==> src/logic/sce_defs.svh <==
`ifndef SCE_DEFS_SVH
`define SCE_DEFS_SVH
// condition selector codes (5-bit field)
`define SCE_COND_W 5
`define SCE_COND_ALWAYS 5'h00
`define SCE_COND_EQ 5'h01
`define SCE_COND_NE 5'h02
`define SCE_COND_LT 5'h03
`define SCE_COND_GE 5'h04
`define SCE_COND_AC 5'h05
`define SCE_COND_NAC 5'h06
`define SCE_COND_AV 5'h07
`define SCE_COND_NAV 5'h08
`define SCE_COND_MV 5'h09
`define SCE_COND_NMV 5'h0a
`define SCE_COND_SZ 5'h0b
`define SCE_COND_NSZ 5'h0c
`define SCE_COND_TF 5'h0d
`define SCE_COND_NTF 5'h0e
`define SCE_COND_F2T 5'h0f
`define SCE_COND_F2F 5'h10
`define SCE_COND_LCE 5'h11
// status flag bit positions within the arith status word
`define SCE_AZ 0
`define SCE_AN 1
`define SCE_AV 2
`define SCE_AC 3
`define SCE_MV 4
`define SCE_SZ 5
`define SCE_BTF 6
`define SCE_STAT_W 8
`define SCE_STKY_W 8
`define SCE_STK_BITS 3
`define SCE_STAT_RST 8'h00
`endif

==> src/logic/sce_pkg.sv <==
package sce_pkg;
  // kind of conditional instruction presented by the sequencer
  typedef enum logic [2:0] {
    OP_COMPUTE, OP_MOVE, OP_MEM_POST, OP_MEM_PRE,
    OP_BRANCH, OP_LOOP, OP_BROADCAST, OP_IDX_ELSE
  } sce_op_t;
  // register class of a data move
  typedef enum logic [1:0] {
    MV_PAIR_PAIR, MV_UNC_PAIR, MV_PAIR_UNC, MV_UNC_UNC
  } sce_mv_t;
  typedef struct packed {
    logic valid;
    sce_op_t op;
    sce_mv_t mv;
    logic [4:0] cond;
    logic has_else;
  } sce_req_t;
  typedef struct packed {
    logic prim_exec;
    logic sec_exec;
    logic prim_else;
    logic sec_else;
    logic explicit_mv;
    logic implicit_mv;
    logic mem_exec;
    logic premod;
    logic seq_take;
  } sce_gate_t;
endpackage : sce_pkg

==> src/logic/sce_evaluator.sv <==
`timescale 1ns/1ps
`default_nettype none
`include "sce_defs.svh"
// Function
// - dual mode evaluates condition in both elements for instructions and loops
// - each element keeps its own arith and sticky status copies
// - one shared pc, loop address and loop counter stack status
// - stack status bits exist only in primary sticky register
// - dual mode compute runs in each element on its own test
// - conditional jump or call taken on AND of both results
// - indirect branch else part runs per element where its test fails
// - explicit move gated by primary, implicit by secondary, per register types
// - uncomplemented to pair: each element moves independently, same source
// - pair to uncomplemented: explicit move only, primary condition
// - post-modify memory transfer executes on OR of both results
// - pre-modify always happens regardless of conditions
// - loop termination uses AND of both element results
// - dual mode bit test yields separate flag per element
// - broadcast condition uses primary status only
// - select bit: flag2 true runs primary only, false secondary only
// - select bit: flag2 conditions always true for non compute/move
// - single mode tests primary only; that result controls whole operation
module sce_evaluator (
  // clock and reset
  input wire logic CLOCK,
  input wire logic RESET,
  // mode bits
  input wire logic DUAL_PATH_ENABLE,
  input wire logic ELEMENT_SELECT_BIT,
  // instruction request from the sequencer
  input wire sce_pkg::sce_req_t REQ,
  input wire logic FLAG_TWO_INPUT,
  input wire logic LOOP_COUNT_EXPIRED,
  // status updates from each element datapath
  input wire logic PRIM_STAT_WE,
  input wire logic [`SCE_STAT_W-1:0] PRIM_STAT_IN,
  input wire logic SEC_STAT_WE,
  input wire logic [`SCE_STAT_W-1:0] SEC_STAT_IN,
  input wire logic [`SCE_STKY_W-1:0] PRIM_STKY_SET,
  input wire logic [`SCE_STKY_W-1:0] SEC_STKY_SET,
  input wire logic STKY_CLEAR,
  // stack status events from the single shared sequencer stacks
  input wire logic [`SCE_STK_BITS-1:0] STACK_EVENT,
  // bit test results per element
  input wire logic BIT_TEST_WE,
  input wire logic PRIM_BIT_TEST,
  input wire logic SEC_BIT_TEST,
  // gating outputs
  output sce_pkg::sce_gate_t GATE,
  // status visible to software
  output logic [`SCE_STAT_W-1:0] PRIMARY_ARITH_STATUS,
  output logic [`SCE_STAT_W-1:0] SECONDARY_ARITH_STATUS,
  output logic [`SCE_STKY_W+`SCE_STK_BITS-1:0] PRIMARY_STICKY_STATUS,
  output logic [`SCE_STKY_W-1:0] SECONDARY_STICKY_STATUS
);
  // ----------------------------------------------------------------
  // status registers
  // ----------------------------------------------------------------
  logic [`SCE_STAT_W-1:0] pstat_q, sstat_q, pstat_d, sstat_d;
  logic [`SCE_STKY_W-1:0] pstky_q, sstky_q;
  logic [`SCE_STK_BITS-1:0] stk_q;
  sce_pkg::sce_gate_t gate_d, gate_q;

  // bit test writes override the btf bit of each copy separately
  always_comb begin
    pstat_d = PRIM_STAT_WE ? PRIM_STAT_IN : pstat_q;
    sstat_d = SEC_STAT_WE ? SEC_STAT_IN : sstat_q;
    if (BIT_TEST_WE) begin
      pstat_d[`SCE_BTF] = PRIM_BIT_TEST;
      sstat_d[`SCE_BTF] = SEC_BIT_TEST;
    end
  end

  // sticky bits: a set in the clearing cycle wins
  always_ff @(posedge CLOCK) begin
    if (RESET) begin
      pstat_q <= `SCE_STAT_RST;
      sstat_q <= `SCE_STAT_RST;
      pstky_q <= '0;
      sstky_q <= '0;
      stk_q <= '0;
    end else begin
      pstat_q <= pstat_d;
      sstat_q <= sstat_d;
      pstky_q <= (STKY_CLEAR ? '0 : pstky_q) | PRIM_STKY_SET;
      sstky_q <= (STKY_CLEAR ? '0 : sstky_q) | SEC_STKY_SET;
      stk_q <= (STKY_CLEAR ? '0 : stk_q) | STACK_EVENT;
    end
  end

  assign PRIMARY_ARITH_STATUS = pstat_q;
  assign SECONDARY_ARITH_STATUS = sstat_q;
  // stack bits appended only to the primary sticky copy
  assign PRIMARY_STICKY_STATUS = {stk_q, pstky_q};
  assign SECONDARY_STICKY_STATUS = sstky_q;

  // ----------------------------------------------------------------
  // condition evaluation per element
  // ----------------------------------------------------------------
  function automatic logic cond_eval(input logic [4:0] c,
                                     input logic [`SCE_STAT_W-1:0] s,
                                     input logic lce);
    logic r;
    r = 1'b1;
    unique case (c)
      `SCE_COND_EQ: r = s[`SCE_AZ];
      `SCE_COND_NE: r = !s[`SCE_AZ];
      `SCE_COND_LT: r = s[`SCE_AN] && !s[`SCE_AZ];
      `SCE_COND_GE: r = !s[`SCE_AN] || s[`SCE_AZ];
      `SCE_COND_AC: r = s[`SCE_AC];
      `SCE_COND_NAC: r = !s[`SCE_AC];
      `SCE_COND_AV: r = s[`SCE_AV];
      `SCE_COND_NAV: r = !s[`SCE_AV];
      `SCE_COND_MV: r = s[`SCE_MV];
      `SCE_COND_NMV: r = !s[`SCE_MV];
      `SCE_COND_SZ: r = s[`SCE_SZ];
      `SCE_COND_NSZ: r = !s[`SCE_SZ];
      `SCE_COND_TF: r = s[`SCE_BTF];
      `SCE_COND_NTF: r = !s[`SCE_BTF];
      `SCE_COND_LCE: r = lce;
      default: r = 1'b1; // always, and flag2 handled outside
    endcase
    return r;
  endfunction : cond_eval

  wire is_f2t = (REQ.cond == `SCE_COND_F2T);
  wire is_f2f = (REQ.cond == `SCE_COND_F2F);
  wire is_f2 = is_f2t || is_f2f;
  wire f2_level = is_f2t ? FLAG_TWO_INPUT : !FLAG_TWO_INPUT;
  wire cm_op = (REQ.op == sce_pkg::OP_COMPUTE) ||
               (REQ.op == sce_pkg::OP_MOVE);
  // raw results; secondary only matters in dual mode
  wire px_raw = is_f2 ? f2_level
                      : cond_eval(REQ.cond, pstat_q, LOOP_COUNT_EXPIRED);
  wire py_raw = is_f2 ? f2_level
                      : cond_eval(REQ.cond, sstat_q, LOOP_COUNT_EXPIRED);
  // element select steers flag2 conditions to one element
  wire sel_f2 = ELEMENT_SELECT_BIT && is_f2;
  wire px_c = sel_f2 ? (cm_op ? is_f2t : 1'b1) : px_raw;
  wire py_c = sel_f2 ? (cm_op ? is_f2f : 1'b1) : py_raw;
  // single mode ignores secondary; it then simply follows the primary
  wire py_eff = DUAL_PATH_ENABLE ? py_c : px_c;
  wire both = px_c && py_eff;
  wire either = px_c || py_eff;
  wire v = REQ.valid;
  wire dual = DUAL_PATH_ENABLE;

  // ----------------------------------------------------------------
  // gate generation
  // ----------------------------------------------------------------
  always_comb begin
    gate_d = '0;
    if (v) begin
      unique case (REQ.op)
        sce_pkg::OP_COMPUTE: begin
          gate_d.prim_exec = px_c;
          gate_d.sec_exec = dual && py_c;
        end
        sce_pkg::OP_MOVE: begin
          gate_d.explicit_mv = px_c;
          // pair targets get the implicit half; uncomplemented ones do not
          gate_d.implicit_mv = dual && py_c &&
            (REQ.mv == sce_pkg::MV_PAIR_PAIR ||
             REQ.mv == sce_pkg::MV_UNC_PAIR);
        end
        sce_pkg::OP_MEM_POST: begin
          gate_d.mem_exec = dual ? either : px_c;
          gate_d.explicit_mv = px_c;
          gate_d.implicit_mv = dual && py_c;
        end
        sce_pkg::OP_MEM_PRE: begin
          gate_d.premod = 1'b1;
          gate_d.mem_exec = dual ? either : px_c;
          gate_d.explicit_mv = px_c;
          gate_d.implicit_mv = dual && py_c;
        end
        sce_pkg::OP_BRANCH: begin
          gate_d.seq_take = both;
          if (REQ.has_else) begin
            gate_d.prim_else = !px_c;
            gate_d.sec_else = dual && !py_c;
          end
        end
        sce_pkg::OP_IDX_ELSE: begin
          gate_d.seq_take = both;
          gate_d.prim_else = !px_c;
          gate_d.sec_else = dual && !py_c;
        end
        sce_pkg::OP_LOOP: gate_d.seq_take = both;
        sce_pkg::OP_BROADCAST: begin
          gate_d.prim_exec = px_c;
          gate_d.sec_exec = dual && px_c;
        end
      endcase
    end
  end

  // gates registered so data outputs come from flip-flops
  always_ff @(posedge CLOCK) begin
    if (RESET) begin
      gate_q <= '0;
    end else begin
      gate_q <= gate_d;
    end
  end
  assign GATE = gate_q;
endmodule : sce_evaluator
`default_nettype wire

==> config.mk <==
export PLATFORM = sky130hd
export DESIGN_NAME = sce_evaluator
export DESIGN_NICKNAME = d
export VERILOG_FILES = /design/src/logic/sce_pkg.sv /design/src/logic/sce_evaluator.sv
export VERILOG_INCLUDE_DIRS = /design/src /design/src/logic
export SDC_FILE = /design/constraint.sdc
export NUM_CORES = 1
export LEC_CHECK = 0
export ABC_AREA = 1
export BUFFER_PORTS_ARGS = -buffer_cell sky130_fd_sc_hd__buf_2
export CAP_MARGIN = 20
export CORE_MARGIN = 2
export CORE_UTILIZATION = 46
export CTS_CLUSTER_DIAMETER = 60
export DETAILED_ROUTE_END_ITERATION = 10
export PLACE_DENSITY = 0.8
export SETUP_SLACK_MARGIN = 0.1
export SLEW_MARGIN = 10
export SYNTH_ARGS = -nofsm -noshare
export SYNTH_HDL_FRONTEND = slang
export SYNTH_SLANG_ARGS = --single-unit
==> constraint.sdc <==
create_clock -name CLOCK -period 1.9 [get_ports CLOCK]
set_clock_uncertainty 0.2 [all_clocks]
set_input_delay 0.38 -clock CLOCK [delete_from_list [all_inputs] [get_ports CLOCK]]
set_output_delay 0.38 -clock CLOCK [all_outputs]
set_load 0.1 [all_outputs]
==> impl_metrics.csv <==
group,metric,value,unit
synth,yosysTopAreaCell,"dfxtp_1",
layout,regArea,901,µm²
layout,most-common-layout-cells,"101 x buf_2, 61 x nor2_1, 50 x nand2_1, 30 x dfxtp_1, 30 x inv_1",
layout,final.fill_count,378,
critical_path,crit_chain,"buf_2",
cts,clkSinkCount,44,
critical_path,end_kind,"output pin",
drt,wl_per_cell,12.2,µm
power,netSwitchingFraction,37.8,%
synth,synth_warnings,0,
synth,yosysSeqAreaShare,42.1,%
hold_path,hold-path-cell-count,3,
sta,clock.fmax,0.592,GHz
layout,final_core_util,67.4,%
power,pwr-share-seq,39.8,%
sta,finalHoldViolations,0,
synth,synth_cells,302,
global_route,grt_usage,23.1,%
drt,drc,0,
power,p_per_area,868,nW/µm²
global_route,antenna_found_initial,0,
critical_path,crit_fanout,4,
power,power.leakage,1.58,nW
drt,drt-pass1-iter-count,4,
drt,via_count,2389,
status,status,"complete, no violations",
critical_path,crit_arrival,1.11,ns
critical_path,path_buf_inv,1,
drt,first_iter_violations,132,
layout,final_common_cell,"buf_2",
placement,hpwl,4510,µm
layout,fin_nets,482,
drt,via_per_inst,5.02,
cts,numCtsBuffers,5,
sta,max_slew_margin,66.6,%
sta,post-route-min-period,1.69,ns
sta,worstMarginPinSlew,0.504,ns
critical_path,slowest_delay,0.43,ns
global_route,grt_max_degree,20,
synth,synth.distinct_cells,27,
critical_path,path_depth,1,
sta,tns,0,ns
power,combinationalPowerShare,30.4,%
sta,slew_viol_final,0,
sta,finalSetupViolCount,0,
placement,gp_congestion,0.906,
power,ir_worst_vdd,0.000549,V
layout,drive_gt1_share,39.2,%
die,std_cell_rows,24,
critical_path,crit_required,1.32,ns
cts,clkTransAtPathRegs,0.09,ns
drt,ant_nets,0,
sta,period_share,89.0,%
global_route,grt-ovfl-total,0,
die,die_x,71.5,µm
die,die_h,71.5,µm
layout,multiInputGateArea,1050,µm²
drt,wl,5800,µm
critical_path,worstRegToRegCells,11,
placement,portBuffers,101,
cts,clock-root-buffer,"clkbuf_8",
cts,clock_path_buffers,2,
die,core_area,4350,µm²
layout,n_antenna_cell,0,
critical_path,startpoint_type,"flip-flop",
cts,cts_tree,"yes",
hold_path,hp-class,"in -> reg",
die,ioPinCount,103,
global_route,grt_pass1_vias,2280,
die,initial_core_util,48.1,%
layout,syn_to_final_growth,40.2,%
job,cap_violations,0,
layout,stdcell_count,476,
placement,place_inst,468,
synth,ys_ff_latch,44,
synth,synth_fp_nets,361,
cts,post_cts_hold_buffer_count,0,
sta,rsz0062_at_grt,"false",
critical_path,crit_type,"reg -> out",
synth,synth_top_area_share,42.1,%
power,p_int,1.59,mW
synth,synth_area_leaders,"dfxtp_1 42%, nor2_1 11%, nand2_1 9.0%",
power,clock_power_share,29.8,%
synth,synth_area_per_cell,6.93,µm²
global_route,grt_pass1_wl,9520,µm
critical_path,cp_slowest_cell,"buf_2",
synth,syn_area,2090,µm²
cts,clock_latency,0.30,ns
power,switchingPower,0.963,mW
die,dieArea,5110,µm²
cts,cts_max_level,2,
critical_path,critical_path.top_delay_family,"buffers and inverters",
worst register-to-register path, stage by stage, from the launching register on:
cell	delay, ns
dfxtp_4	0.35
inv_1	0.06
nand2_1	0.11
nor2_1	0.05
nand2_1	0.06
nand3_1	0.06
nor2_1	0.09
nand2_1	0.09
o21bai_4	0.18
nand2_4	0.08
nor2_1	0.10
nor2_1	0.05
worst paths after layout:
path	start	to	slack (ns)
worst max-delay path	SECONDARY_ARITH_STATUS[2]$_SDFFE_PP0P_	SECONDARY_ARITH_STATUS[2]	0.21
worst min-delay path	PRIM_STKY_SET[2]	pstky_q[2]$_SDFF_PP0_	0.08
worst max register to register	SECONDARY_ARITH_STATUS[0]$_SDFFE_PP0P_	GATE[0]$_SDFF_PP0_	0.32
worst min register to register	PRIMARY_ARITH_STATUS[3]$_SDFFE_PP0P_	PRIMARY_ARITH_STATUS[3]$_SDFFE_PP0P_	0.28
per-stage QoR:
stage / total power, mW / area, µm² / hold slack, ns / setup WS [ns]
after global routing: 2.65 / 2940 / 0.0872 / 0.0957
after detailed placement: 1.80 / 2800 / 0.271 / -0.0615
after global placement: 1.80 / 2800 / 0.258 / -0.0310
after CTS: 2.56 / 2930 / 0.0737 / 0.209
final: 2.55 / 2940 / 0.0793 / 0.210
after floorplan: 1.61 / 2110 / 0.297 / 0.147
state kept, by name, summed over array words and instances, names as in the netlist:
| name | cells |
|---|---|
| GATE | 9 |
| PRIMARY_ARITH_STATUS | 8 |
| SECONDARY_ARITH_STATUS | 8 |
| SECONDARY_STICKY_STATUS | 8 |
| pstky_q | 8 |
| stk_q | 3 |
cell usage after synthesis, drive strengths merged:
cell and instances:
nand2 56, nor3 5, bufinv 1, o21ai 18, clkinv 1, a21oi 31, dfxtp 44, clkbuf 5
o21bai 3, inv 33, o31ai 1, o211ai 5, buf 1, nand3 28, nand4 3, nor2 67
layer usage:
metal | GRT usage (%) | routed length [µm] | share of wire [%] | vias to the layer above
li1 | - | - | - | 1219
met1 | 28.1 | 2500 | 43 | 1080
met3 | 5.91 | 388 | 6.7 | 9
met2 | 39.4 | 2840 | 49 | 81
met5 | 0 | 0 | 0 | -
met4 | 8.18 | 78 | 1.3 | 0
timing repair:
action                                  CTS  global route
resized for setup                         0             3
endpoints found under the setup margin    0             6
buffers inserted                          0             0
logic make-up (layout without fill, tap and decap cells):
family	Yosys count	after routing	share of synthesized area [%]
flops	44	44	42.1
buf+inv	41	163	8.01
compound gates	58	58	16.7
simple gates	159	159	33.2
cell type report:
| type | instances | area share, % |
|---|---|---|
| clock buffers | 6 | 2.81 |
| clock inverters | 2 | 1.32 |
| flip-flops and latches | 44 | 30.7 |
| repair buffers | 120 | 22.1 |
| multi-input cells | 217 | 35.9 |
| well taps | 52 | 2.22 |
| inverters | 35 | 4.94 |
power groups by stage:
stage	Clock, mW	Sequential (mW)	Combinational (mW)
6_report	0.758	1.01	0.775
5_1_grt	0.808	1.02	0.822
2_1_floorplan	0	1.43	0.182
4_1_cts	0.776	1.01	0.773
3_5_place_dp	0	1.03	0.771
3_3_place_gp	0	1.03	0.764
Power figures use the tool's default switching activity.
